<file path="config.mk">
export PLATFORM = sky130hd
export DESIGN_NAME = load_request_safety_loop_ctrl
export DESIGN_NICKNAME = d
export VERILOG_FILES = /design/src/load_ctrl_pkg.sv /design/src/load_request_safety_loop_ctrl.sv /design/src/vote_filter.sv
export VERILOG_INCLUDE_DIRS = /design/src
export SDC_FILE = /design/constraint.sdc
export NUM_CORES = 1
export LEC_CHECK = 0
export ABC_AREA = 1
export BUFFER_PORTS_ARGS = -buffer_cell sky130_fd_sc_hd__buf_4
export CAP_MARGIN = 10
export CORE_ASPECT_RATIO = 2
export CORE_UTILIZATION = 35
export CTS_CLUSTER_DIAMETER = 100
export DETAILED_ROUTE_END_ITERATION = 8
export SKIP_CTS_REPAIR_TIMING = 1
export SYNTH_ARGS = -nofsm -noshare
export SYNTH_HDL_FRONTEND = slang
export SYNTH_SLANG_ARGS = --single-unit
</file>
<file path="constraint.sdc">
create_clock -name clk_sys -period 3.2 [get_ports clk_sys]
set_clock_uncertainty 0.2 [all_clocks]
set_input_delay 0.32 -clock clk_sys [delete_from_list [all_inputs] [get_ports clk_sys]]
set_output_delay 0.32 -clock clk_sys [all_outputs]
set_load 0.02 [all_outputs]
</file>
<file path="src/load_ctrl_params.svh">
// Purpose: Constants for the load request and safety loop controller
// Assumes: 50 MHz system clock, contact sampling period of 150 ms
// Notes: Phase times are held in units of one sampling period
`ifndef LOAD_CTRL_PARAMS_SVH
`define LOAD_CTRL_PARAMS_SVH

`define CLK_PERIOD_NS 20
`define SAMPLE_PERIOD_MS 150
`define SAMPLE_CYCLES ((`SAMPLE_PERIOD_MS * 1_000_000) / `CLK_PERIOD_NS)
`define FORCED_STOP_MS 86_400_000
`define FORCED_STOP_TICKS (`FORCED_STOP_MS / `SAMPLE_PERIOD_MS)
`define TICK_W 23
`define RUN_W 20

`define REG_CONFIG 8'h00
`define REG_SHUT_TIME 8'h04
`define REG_PURGE_TIME 8'h08
`define REG_POST_TIME 8'h0C
`define REG_PROVE_TIME 8'h10
`define REG_STATUS 8'h14
`define REG_COMMAND 8'h18

`define CFG_W 9
`define CFG_ACT_ON 0
`define CFG_MODE_LSB 1
`define CFG_MODE_MSB 2
`define CFG_SEL_LSB 3
`define CFG_SEL_MSB 5
`define CFG_DAY_EN 6
`define CFG_POST_EN 7
`define CFG_PROVE_EN 8
`define CFG_RESET 9'h001
`define TIME_RESET 8'h14
`define IGNITE_TICKS 8'h14
`define CMD_LOCK_CLR 0

`define MODE_UNSUPPORTED 2'h1
`define SEL_CONTACTS 3'h0
`define SEL_CURRENT_LOCK 3'h4
`define CODE_NONE 8'h00
`define CODE_LOOP_OPEN 8'h16
`define CODE_CURRENT_LOW 8'h3C
`define CODE_BAD_MODE 8'h50

`define RESP_OKAY 2'h0
`define RESP_SLVERR 2'h2

`endif

</file>
<file path="src/load_ctrl_pkg.sv">
// Purpose: Types shared by the load controller and its input filter
// Assumes: Constants come from load_ctrl_params.svh
// Notes: Phase codes are one-hot
`include "load_ctrl_params.svh"

package load_ctrl_pkg;

  typedef enum logic [7:0] {
    PH_STANDBY = 8'h01,
    PH_PREPURGE = 8'h02,
    PH_IGNITE = 8'h04,
    PH_OPERATE = 8'h08,
    PH_SHUT_DRIVE = 8'h10,
    PH_POSTPURGE = 8'h20,
    PH_PROVING = 8'h40,
    PH_LOCKOUT = 8'h80
  } phase_e;

  typedef struct packed {
    logic sync1;
    logic sync2;
    logic [2:0] hist;
    logic lastMaj;
    logic level;
  } vote_s;

  typedef struct packed {
    phase_e phase;
    logic [`TICK_W-1:0] tickCnt;
    logic tick;
    logic [7:0] phaseTmr;
    logic [`RUN_W-1:0] runTicks;
    logic [7:0] lockCode;
    logic loopS1;
    logic loopS2;
    logic lowS1;
    logic lowS2;
    logic curS1;
    logic curS2;
    logic [`CFG_W-1:0] cfg;
    logic [7:0] shutTime;
    logic [7:0] purgeTime;
    logic [7:0] postTime;
    logic [7:0] proveTime;
    logic actLow;
    logic actHigh;
    logic fuel;
    logic fan;
    logic ignite;
    logic loopSupply;
    logic alarm;
    logic operating;
    logic awRdy;
    logic awHeld;
    logic [7:0] awAddr;
    logic wRdy;
    logic wHeld;
    logic [31:0] wData;
    logic [3:0] wStrb;
    logic bValid;
    logic [1:0] bResp;
    logic arRdy;
    logic rValid;
    logic [31:0] rData;
    logic [1:0] rResp;
  } ctrl_s;

endpackage

</file>
<file path="src/load_request_safety_loop_ctrl.sv">
// Purpose: Heat request, load contacts, shutdown run and safety loop handling
// Assumes: Contacts active high after level shifting, AXI4-Lite register access
// Notes: Safety loop and feedback pins are synchronised but not voted
`timescale 1ns/1ps
`include "load_ctrl_params.svh"

module load_request_safety_loop_ctrl
#(
  parameter int TICK_CYCLES = `SAMPLE_CYCLES,
  parameter int DAY_TICKS = `FORCED_STOP_TICKS
)
(
  input wire logic clk_sys,
  input wire logic rst_n,
  input wire logic heatReqPin,
  input wire logic loadClosePin,
  input wire logic loadOpenPin,
  input wire logic safetyLoopPin,
  input wire logic lowFireFbPin,
  input wire logic currentLowPin,
  output logic actuatorLowDrive,
  output logic actuatorHighDrive,
  output logic fuelValve,
  output logic fanMotor,
  output logic ignition,
  output logic loopSupply,
  output logic alarm,
  output logic operating_phase,
  input wire logic [7:0] awaddr,
  input wire logic awvalid,
  output logic awready,
  input wire logic [31:0] wdata,
  input wire logic [3:0] wstrb,
  input wire logic wvalid,
  output logic wready,
  output logic [1:0] bresp,
  output logic bvalid,
  input wire logic bready,
  input wire logic [7:0] araddr,
  input wire logic arvalid,
  output logic arready,
  output logic [31:0] rdata,
  output logic [1:0] rresp,
  output logic rvalid,
  input wire logic rready
);

  load_ctrl_pkg::ctrl_s s_reg;
  load_ctrl_pkg::ctrl_s s_next;
  logic [2:0] pins;
  logic [2:0] voted;
  logic heatReq;
  logic loopOpen;
  logic done;
  logic lockTrig;
  logic lockClr;
  logic [7:0] lockCode;
  logic [31:0] merged;
  logic [1:0] mode;
  logic [2:0] sel;

  assign pins = {loadOpenPin, loadClosePin, heatReqPin};

  genvar gi;
  generate
    for (gi = 0; gi < 3; gi = gi + 1)
    begin : g_vote
      vote_filter u_vote
      (
        .clk_sys(clk_sys),
        .rst_n(rst_n),
        .pinIn(pins[gi]),
        .sampleTick(s_reg.tick),
        .level(voted[gi])
      );
    end
  endgenerate

  function automatic logic [31:0] mergeBytes(input logic [31:0] old, input logic [31:0] data,
    input logic [3:0] strb);
    logic [31:0] res;
    res = old;
    for (int i = 0; i < 4; i++)
    begin
      if (strb[i])
      begin
        res[i*8 +: 8] = data[i*8 +: 8];
      end
    end
    return res;
  endfunction

  function automatic logic [31:0] readImage(input load_ctrl_pkg::ctrl_s st, input logic [7:0] addr,
    input logic [2:0] v);
    logic [31:0] img;
    img = 32'h0000_0000;
    case (addr)
      `REG_CONFIG: img[`CFG_W-1:0] = st.cfg;
      `REG_SHUT_TIME: img[7:0] = st.shutTime;
      `REG_PURGE_TIME: img[7:0] = st.purgeTime;
      `REG_POST_TIME: img[7:0] = st.postTime;
      `REG_PROVE_TIME: img[7:0] = st.proveTime;
      `REG_STATUS: img = {9'h000, v, st.loopS2, st.lowS2, st.curS2, st.loopSupply, st.lockCode, st.phase};
      default: img = 32'h0000_0000;
    endcase
    return img;
  endfunction

  function automatic logic mapped(input logic [7:0] addr);
    return (addr == `REG_CONFIG) || (addr == `REG_SHUT_TIME) || (addr == `REG_PURGE_TIME)
      || (addr == `REG_POST_TIME) || (addr == `REG_PROVE_TIME) || (addr == `REG_STATUS)
      || (addr == `REG_COMMAND);
  endfunction

  always_comb
  begin
    s_next = s_reg;
    heatReq = voted[0];
    mode = s_reg.cfg[`CFG_MODE_MSB:`CFG_MODE_LSB];
    sel = s_reg.cfg[`CFG_SEL_MSB:`CFG_SEL_LSB];
    loopOpen = !s_reg.loopS2;
    lockClr = 1'b0;
    merged = 32'h0000_0000;

    // Pin synchronisers
    s_next.loopS1 = safetyLoopPin;
    s_next.loopS2 = s_reg.loopS1;
    s_next.lowS1 = lowFireFbPin;
    s_next.lowS2 = s_reg.lowS1;
    s_next.curS1 = currentLowPin;
    s_next.curS2 = s_reg.curS1;

    // Sampling period generator
    s_next.tick = 1'b0;
    if (s_reg.tickCnt == `TICK_W'(TICK_CYCLES - 1))
    begin
      s_next.tickCnt = '0;
      s_next.tick = 1'b1;
    end
    else
    begin
      s_next.tickCnt = s_reg.tickCnt + `TICK_W'(1);
    end

    // AXI4-Lite write: address and data in either order
    if (awvalid && s_reg.awRdy)
    begin
      s_next.awRdy = 1'b0;
      s_next.awHeld = 1'b1;
      s_next.awAddr = awaddr;
    end
    if (wvalid && s_reg.wRdy)
    begin
      s_next.wRdy = 1'b0;
      s_next.wHeld = 1'b1;
      s_next.wData = wdata;
      s_next.wStrb = wstrb;
    end
    if (s_reg.awHeld && s_reg.wHeld && !s_reg.bValid)
    begin
      s_next.awHeld = 1'b0;
      s_next.wHeld = 1'b0;
      s_next.bValid = 1'b1;
      s_next.bResp = mapped(s_reg.awAddr) ? `RESP_OKAY : `RESP_SLVERR;
      merged = mergeBytes(readImage(s_reg, s_reg.awAddr, voted), s_reg.wData, s_reg.wStrb);
      case (s_reg.awAddr)
        `REG_CONFIG: s_next.cfg = merged[`CFG_W-1:0];
        `REG_SHUT_TIME: s_next.shutTime = merged[7:0];
        `REG_PURGE_TIME: s_next.purgeTime = merged[7:0];
        `REG_POST_TIME: s_next.postTime = merged[7:0];
        `REG_PROVE_TIME: s_next.proveTime = merged[7:0];
        `REG_COMMAND: lockClr = s_reg.wStrb[0] && s_reg.wData[`CMD_LOCK_CLR];
        default: lockClr = 1'b0;
      endcase
    end
    if (s_reg.bValid && bready)
    begin
      s_next.bValid = 1'b0;
      s_next.awRdy = 1'b1;
      s_next.wRdy = 1'b1;
    end

    // AXI4-Lite read
    if (arvalid && s_reg.arRdy)
    begin
      s_next.arRdy = 1'b0;
      s_next.rValid = 1'b1;
      s_next.rData = readImage(s_reg, araddr, voted);
      s_next.rResp = (mapped(araddr) && araddr != `REG_COMMAND) ? `RESP_OKAY : `RESP_SLVERR;
    end
    if (s_reg.rValid && rready)
    begin
      s_next.rValid = 1'b0;
      s_next.arRdy = 1'b1;
    end

    // Lockout causes, first found wins the code
    lockTrig = 1'b1;
    lockCode = `CODE_NONE;
    if (loopOpen && heatReq)
    begin
      lockCode = `CODE_LOOP_OPEN;
    end
    else if (mode == `MODE_UNSUPPORTED)
    begin
      lockCode = `CODE_BAD_MODE;
    end
    else if (sel == `SEL_CURRENT_LOCK && s_reg.curS2 && s_reg.phase == load_ctrl_pkg::PH_OPERATE)
    begin
      lockCode = `CODE_CURRENT_LOW;
    end
    else
    begin
      lockTrig = 1'b0;
    end

    // Phase timer counts sampling periods
    if (s_reg.tick && s_reg.phaseTmr != 8'hFF)
    begin
      s_next.phaseTmr = s_reg.phaseTmr + 8'h01;
    end
    if (s_reg.tick && s_reg.phase == load_ctrl_pkg::PH_OPERATE && s_reg.runTicks != `RUN_W'(DAY_TICKS))
    begin
      s_next.runTicks = s_reg.runTicks + `RUN_W'(1);
    end

    done = 1'b0;
    if (lockTrig && s_reg.phase != load_ctrl_pkg::PH_LOCKOUT)
    begin
      s_next.phase = load_ctrl_pkg::PH_LOCKOUT;
      s_next.lockCode = lockCode;
    end
    else
    begin
      case (s_reg.phase)
        load_ctrl_pkg::PH_STANDBY:
        begin
          if (heatReq && !loopOpen)
          begin
            s_next.phase = load_ctrl_pkg::PH_PREPURGE;
          end
        end
        load_ctrl_pkg::PH_PREPURGE:
        begin
          if (!heatReq)
          begin
            s_next.phase = load_ctrl_pkg::PH_STANDBY;
          end
          else if (s_reg.phaseTmr >= s_reg.purgeTime)
          begin
            s_next.phase = load_ctrl_pkg::PH_IGNITE;
          end
        end
        load_ctrl_pkg::PH_IGNITE:
        begin
          if (!heatReq)
          begin
            s_next.phase = load_ctrl_pkg::PH_STANDBY;
          end
          else if (s_reg.phaseTmr >= `IGNITE_TICKS)
          begin
            s_next.phase = load_ctrl_pkg::PH_OPERATE;
            s_next.runTicks = '0;
          end
        end
        load_ctrl_pkg::PH_OPERATE:
        begin
          // Forced stop restarts from standby while heat is still requested
          if (!heatReq || (s_reg.cfg[`CFG_DAY_EN] && s_reg.runTicks == `RUN_W'(DAY_TICKS)))
          begin
            if (s_reg.shutTime == 8'h00)
            begin
              done = 1'b1;
            end
            else
            begin
              s_next.phase = load_ctrl_pkg::PH_SHUT_DRIVE;
            end
          end
        end
        load_ctrl_pkg::PH_SHUT_DRIVE:
        begin
          done = (s_reg.phaseTmr >= s_reg.shutTime) || s_reg.lowS2;
        end
        load_ctrl_pkg::PH_POSTPURGE:
        begin
          if (s_reg.phaseTmr >= s_reg.postTime)
          begin
            s_next.phase = s_reg.cfg[`CFG_PROVE_EN] ? load_ctrl_pkg::PH_PROVING : load_ctrl_pkg::PH_STANDBY;
          end
        end
        load_ctrl_pkg::PH_PROVING:
        begin
          if (s_reg.phaseTmr >= s_reg.proveTime)
          begin
            s_next.phase = load_ctrl_pkg::PH_STANDBY;
          end
        end
        load_ctrl_pkg::PH_LOCKOUT:
        begin
          // Only a software clear leaves lockout; heat cycling does not
          if (lockClr && !lockTrig)
          begin
            s_next.phase = load_ctrl_pkg::PH_STANDBY;
            s_next.lockCode = `CODE_NONE;
          end
        end
        default:
        begin
          s_next.phase = load_ctrl_pkg::PH_LOCKOUT;
        end
      endcase
    end
    if (done)
    begin
      if (s_reg.cfg[`CFG_POST_EN])
      begin
        s_next.phase = load_ctrl_pkg::PH_POSTPURGE;
      end
      else
      begin
        s_next.phase = s_reg.cfg[`CFG_PROVE_EN] ? load_ctrl_pkg::PH_PROVING : load_ctrl_pkg::PH_STANDBY;
      end
    end
    if (s_next.phase != s_reg.phase)
    begin
      s_next.phaseTmr = 8'h00;
    end

    // Output drive per phase
    s_next.fan = 1'b0;
    s_next.fuel = 1'b0;
    s_next.ignite = 1'b0;
    s_next.actLow = 1'b0;
    s_next.actHigh = 1'b0;
    case (s_next.phase)
      load_ctrl_pkg::PH_PREPURGE:
      begin
        s_next.fan = 1'b1;
        s_next.actHigh = 1'b1;
      end
      load_ctrl_pkg::PH_IGNITE:
      begin
        s_next.fan = 1'b1;
        s_next.fuel = 1'b1;
        s_next.ignite = 1'b1;
        s_next.actLow = 1'b1;
      end
      load_ctrl_pkg::PH_OPERATE:
      begin
        s_next.fan = 1'b1;
        s_next.fuel = 1'b1;
        // Close wins if both contacts are made, the safer direction
        if (sel == `SEL_CONTACTS)
        begin
          s_next.actLow = voted[1];
          s_next.actHigh = voted[2] && !voted[1];
        end
      end
      load_ctrl_pkg::PH_SHUT_DRIVE:
      begin
        s_next.fan = 1'b1;
        s_next.fuel = 1'b1;
        s_next.actLow = 1'b1;
      end
      load_ctrl_pkg::PH_POSTPURGE:
      begin
        s_next.fan = 1'b1;
      end
      default:
      begin
        s_next.fan = 1'b0;
      end
    endcase
    if (!s_reg.cfg[`CFG_ACT_ON])
    begin
      s_next.actLow = 1'b0;
      s_next.actHigh = 1'b0;
    end
    if (loopOpen)
    begin
      s_next.fan = 1'b0;
      s_next.fuel = 1'b0;
      s_next.ignite = 1'b0;
    end
    s_next.loopSupply = heatReq && s_next.phase != load_ctrl_pkg::PH_LOCKOUT;
    s_next.alarm = s_next.phase == load_ctrl_pkg::PH_LOCKOUT;
    s_next.operating = s_next.phase == load_ctrl_pkg::PH_OPERATE;
  end

  always_ff @(posedge clk_sys or negedge rst_n)
  begin
    if (!rst_n)
    begin
      s_reg <= '0;
      s_reg.phase <= load_ctrl_pkg::PH_STANDBY;
      s_reg.cfg <= `CFG_RESET;
      s_reg.shutTime <= `TIME_RESET;
      s_reg.purgeTime <= `TIME_RESET;
      s_reg.postTime <= `TIME_RESET;
      s_reg.proveTime <= `TIME_RESET;
      s_reg.awRdy <= 1'b1;
      s_reg.wRdy <= 1'b1;
      s_reg.arRdy <= 1'b1;
    end
    else
    begin
      s_reg <= s_next;
    end
  end

  assign actuatorLowDrive = s_reg.actLow;
  assign actuatorHighDrive = s_reg.actHigh;
  assign fuelValve = s_reg.fuel;
  assign fanMotor = s_reg.fan;
  assign ignition = s_reg.ignite;
  assign loopSupply = s_reg.loopSupply;
  assign alarm = s_reg.alarm;
  assign operating_phase = s_reg.operating;
  assign awready = s_reg.awRdy;
  assign wready = s_reg.wRdy;
  assign bvalid = s_reg.bValid;
  assign bresp = s_reg.bResp;
  assign arready = s_reg.arRdy;
  assign rvalid = s_reg.rValid;
  assign rdata = s_reg.rData;
  assign rresp = s_reg.rResp;

endmodule // load_request_safety_loop_ctrl

</file>
<file path="src/vote_filter.sv">
// Purpose: Contact input filter with 2-out-of-3 vote per sample
// Assumes: sampleTick is a one-cycle pulse once per sampling period
// Notes: Level changes only after the same vote in two successive samples
`timescale 1ns/1ps
`include "load_ctrl_params.svh"

module vote_filter
(
  input wire logic clk_sys,
  input wire logic rst_n,
  input wire logic pinIn,
  input wire logic sampleTick,
  output logic level
);

  load_ctrl_pkg::vote_s state_reg;
  load_ctrl_pkg::vote_s state_next;
  logic maj;

  always_comb
  begin
    state_next = state_reg;
    state_next.sync1 = pinIn;
    state_next.sync2 = state_reg.sync1;
    maj = 1'b0;
    if (sampleTick)
    begin
      state_next.hist = {state_reg.hist[1:0], state_reg.sync2};
      // Majority of the three newest samples
      maj = (state_next.hist[0] & state_next.hist[1]) | (state_next.hist[1] & state_next.hist[2])
        | (state_next.hist[0] & state_next.hist[2]);
      if (maj == state_reg.lastMaj)
      begin
        state_next.level = maj;
      end
      state_next.lastMaj = maj;
    end
  end

  always_ff @(posedge clk_sys or negedge rst_n)
  begin
    if (!rst_n)
    begin
      state_reg <= '0;
    end
    else
    begin
      state_reg <= state_next;
    end
  end

  assign level = state_reg.level;

endmodule // vote_filter
</file>
======== Word level (Yosys, flattened, before mapping) ========
Index checks and enable logic that the tools add are counted.
word-level totals
  flip-flop bits (word level) ............. 228
  input bits .............................. 65
  word-level logic and storage cells ...... 246
operators by class
  add/sub/neg operators ................... 3
  $lt $le $gt $ge ......................... 5
  equal/unequal tests ..................... 39
  mux-type cells .......................... 64
  bitwise operators ....................... 15
  reductions and logical operators ........ 66
operators by type and width
  kind                     count
  $mux W8                  18
  $mux W20                 5
  $eq A8 B5 Y1 const B     8
  $pmux W8 S8              1
  $eq A8 B4 Y1 const B     6
  $pmux W8 S6              1
  $mux W38                 1
  $mux W36                 1
  $eq A8 B3 Y1 const B     4
  $ge A8 B8 Y1             4
  $pmux W8 S4              1
  $mux W7                  4
  $logic_not A8 Y1         3
  $ne A8 B8 Y1 const B     3
  $add A23 B1 Y23 const B  1
  $eq A23 B23 Y1 const B   1
  $mux W23                 1
  $logic_and A1 B1 Y1      21
  $add A20 B1 Y20 const B  1
  $eq A20 B20 Y1 const B   1
  $ne A20 B20 Y1 const B   1
  $reduce_and A2 Y1        9
  $reduce_bool A2 Y1       9
  $mux W1                  17
  27 further kinds         70

======== Depth between registers and ports, before layout ========
  depth after elaboration ................. 16
  mapped depth ............................ 18

======== Hierarchy ========
Synthesis repeated with hierarchy kept, for this count alone.
unflattened totals
  cells, all modules ...................... 1255
  area, all modules ....................... 10318.6 um^2
modules (own cells, without submodules)
  module                         instances  cells each  area an instance (um^2)  seq. area each (um^2)
  load_request_safety_loop_ctrl  1          1186        9616.7                   4245.3
  vote_filter                    3          23          234.0                    150.1

======== Worst setup path after synthesis ========
Ideal clock, no wire load.
  kind .................................... register to register
  from .................................... register s_reg[121] in the netlist's numbering
  to ...................................... register s_reg[170] in the netlist's numbering
  library setup time ...................... 0.081 ns
  arrival ................................. 1.965 ns
  setup slack ............................. 0.955 ns
  cell stages (with the launch flop) ...... 18
  clock period less this slack ............ 2.245 ns
  cell sequence ........................... dfstp_2 inv_1 ha_1 nand2_1 inv_1 nand2_1 nand2_1 nand2_1 nand4_1 nand2_1 nand2_2 inv_1 nand3_1 nand2_1 nand2_1 nor2_2 nand3_4 nor3_2
between the ends
  cells in the longest elaborated chain, start to end .. 8
  elaborated cells on any way between the ends .. 15
  those cells by class .................... 1 x order compare; 1 x eq/ne; 10 x mux; 3 x reduce/logical
RTL lines
  element                                               line                                  source
  from (decl)                                           load_request_safety_loop_ctrl.sv:48   load_ctrl_pkg::ctrl_s s_reg;
  from (signal assigned)                                load_request_safety_loop_ctrl.sv:408  s_reg <= s_next;
  branches (longest 5 deep; another with $ge A8 B8 Y1)  n/a
  $mux W8 (*)                                           load_request_safety_loop_ctrl.sv:314  if (done)
  $ne A8 B8 Y1 (*)                                      load_request_safety_loop_ctrl.sv:325  if (s_next.phase != s_reg.phase)
  $mux W8 / $reduce_bool A2 Y1 (equally long branches)  n/a
Every way passes the cells marked *.
A chain may end at the register's enable or synchronous reset.

======== Worst setup path after layout ========
  from .................................... register s_reg[175] in the netlist's numbering
  to ...................................... register s_reg[170] in the netlist's numbering
between the ends
  cells in the longest elaborated chain, start to end .. 8
  elaborated cells on any way between the ends .. 22
  those cells by class .................... 5 x order compare; 2 x eq/ne; 12 x mux; 3 x reduce/logical
RTL lines
  element                                                        line                                                                        source
  $ge A8 B5 Y1 (no line) / $ge A8 B8 Y1 (equally long branches)  n/a
  $mux W8, on equally long branches                              load_request_safety_loop_ctrl.sv:260, load_request_safety_loop_ctrl.sv:249
  $mux W8, on equally long branches                              load_request_safety_loop_ctrl.sv:256, load_request_safety_loop_ctrl.sv:245
  $pmux W8 S8                                                    load_request_safety_loop_ctrl.sv:235                                        case (s_reg.phase)
  $mux W8                                                        load_request_safety_loop_ctrl.sv:228                                        if (lockTrig && s_reg.phase != load_ctrl_pkg::PH_LOCKOUT)
  $mux W8                                                        load_request_safety_loop_ctrl.sv:314
  $ne A8 B8 Y1                                                   load_request_safety_loop_ctrl.sv:325
  $mux W8 / $reduce_bool A2 Y1 (equally long branches)           n/a
Several ways; a longest one is shown, not always the timed one.

==> qor.txt <==
YS warnings - 0
Tcrit/Tclk final - 0.838
Leading area contributor after synthesis - dfrtp_1
Routed wire per std cell - 16.3 µm
Top Ports - 114
Die Span X - 123 µm
Final-report max-slew violation count - 0
Sequential cell fraction of total power - 0.456
Placer Congestion - 0.918
Aggregate global routing overflow - 0
Vias in the first global route - 8714
Row cnt - 88
Yosys cell types - 51
Dpl ws - 563 ps
DR vias - 8769
Clock Latency Late Sink - 450 ps
Most frequent cells after synthesis - nand2_1 (314), dfrtp_1 (174), inv_1 (162), o21ai_0 (104), nor2_1 (96)
Asr flop ratio synth - 1.00
Net Sw Frac - 0.321
Seq/Total Area, Yosys - 0.459
Final setup fails - 0
Core area - 28800 µm²
CP startpoint kind - flop
Cts bufs inserted - 17
Final cell count without fillers - 1741
Clk pwr share - 0.337
Final net count - 1470
N_diodes - 0
Area contributors post-synth - dfrtp_1 (43%), nand2_1 (12%), inv_1 (5.9%), o21ai_0 (5.1%), ha_1 (4.5%)
Overall routing resource usage - 0.199
Dominant synthesized flop cell - dfrtp_1
Placed insts - 1675
Antenna violations before repair - 0
Max clock buf depth - 2
Post-route ant nets - 0
VDD IR-drop max - 0.000400 V
Net Sw Power - 1.98 mW
Via density per instance - 5.04
Tmin final - 2680 ps
Synth-to-Final Area Change - 17.4%
Drt first pass iters - 6
RSZ-0062 raised after global routing - no
Data required, critical path - 3330 ps
Largest register FFs - 128
Register bit total from synthesis - 187
Final WL - 28300 µm
Initial Util - 0.355
Die Span Y - 244 µm
Initial DRC Count - 397
Post-route DRC violation count - 0
PD cells - 514 nW/µm²
Worst EP arrival - 2810 ps
Worst hold path class - input pin to flop
Post-DP HPWL - 21800 µm
Post-Synthesis Cell Area - 10200 µm²
Crit Path Category - flop to flop
IO Port Bufs - 76
Syn_area_per_cell - 8.09 µm²
Leakage power - 5.74 nW
CTS Sinks - 187
CTS root buffer - clkbuf_16
Critical Path End Type - flop
CP max FO - 8
Final Hold Viols - 0
Setup tns final - 0 ps
H-tree levels - 4
Gate Count Post-Synth - 1265
Worst Max-Slew Pin Slew - 700 ps
Share of cells above drive strength 1 - 0.138
Final Worst Setup Slack - 518 ps
Status - finished, final reports clean
Top-area cell type share of the netlist area - 0.425
Die ar. - 30000 µm²
Combinational power share - 0.207
CTS tree - built
Fmax - 0.373 GHz
Clk slew on worst S/H paths - 60 ps
EDFF count, synth - 0
Relative slew slack - 0.528
Pin count of the biggest net entering global routing - 75
Internal power - 4.19 mW
Top-count cell post-synth - nand2_1
First-pass GRT wire length - 44600 µm
Max_cap viols - 0
## routing by layer
metal	track usage	part of all wire
met5	0	0
met1	0.192	0.35
met2	0.368	0.56
met3	0.0274	0.026
met4	0.152	0.067
## per-stage QoR
step	total power, mW	hold slack [ps]	util	cell area, µm²
3_3_place_gp	4.07	134	0.385	11100
6_report	6.17	10.9	0.417	12000
2_1_floorplan	3.61	-176	-	10300
3_5_place_dp	4.09	139	0.385	11100
4_1_cts	6.19	-339	0.405	11700
5_1_grt	6.51	24.6	0.417	12000
## layout by cell type (no fill, tap or decap), drive strengths merged, types with 2 or more instances in the layout
cell type	instances
ha	37
conb	12
nor2	107
nand3	58
a21oi	32
clkinvlp	2
clkbuf	23
xor2	16
o21ai	106
dlygate4sd3	34
dfrtp	174
o22ai	38
a311oi	2
nand4	21
nand2	327
o21a	8
a31oi	3
a211oi	5
o31ai	13
nor4	8
nor3	42
a221oi	5
xnor2	6
nand3b	2
inv	169
dfstp	13
clkinv	10
nor3b	4
buf	93
## power by group through the flow
stage | sequential, mW | clock, mW | combinational (mW)
after global placement | 2.85 | 0 | 1.21
final | 2.82 | 2.08 | 1.28
after floorplan | 2.82 | 0 | 0.794
after detailed placement | 2.86 | 0 | 1.23
after global routing | 2.85 | 2.23 | 1.44
after CTS | 2.82 | 2.14 | 1.24
## cells by family after synthesis
family,count (synthesis),share of synthesized area
AO/OA/AOI/OAI,218,0.124
XOR/XNOR,22,0.0188
adder cells (fa/ha/maj),38,0.0462
buffers and inverters,227,0.0978
flip-flops,187,0.459
other,1,0.000366
AND/OR/NAND/NOR,572,0.254
## final cells by class
cell class              count  area [µm²]
inverters                 172         651
well taps                 360         450
clock buffers              22         484
multi-input cells         862        4580
repair buffers            128        1060
flip-flops and latches    187        4700
clock inverters            10        91.3
fillers                  2927       16800
## final timing paths
check	slack (ps)	from	cells after the start	end
max	520	s_reg[175]	12	s_reg[170]
min	10	araddr[0]	3	rresp[1]
max reg2reg	520	s_reg[175]	12	s_reg[170]
min reg2reg	150	g_vote[1].u_vote.state_next[5]	0	g_vote[1].u_vote.state_reg[5]
max in group asynchronous	1730	rst_n	3	arready
min in group asynchronous	210	rst_n	2	g_vote[0].u_vote.state_reg[2]
## critical path, cell delays in order, from the launching register on
cell      delay, ps
dfrtp_1         590
ha_1            330
a21oi_1         210
o21a_1          280
nand4_1         120
o21bai_1        170
nand2_1         150
nand2_1          90
nand2_1          50
nand2_1          60
inv_1            40
nand2_2         210
nor3_2           70
No activity file was read; power rests on OpenSTA's default activity.
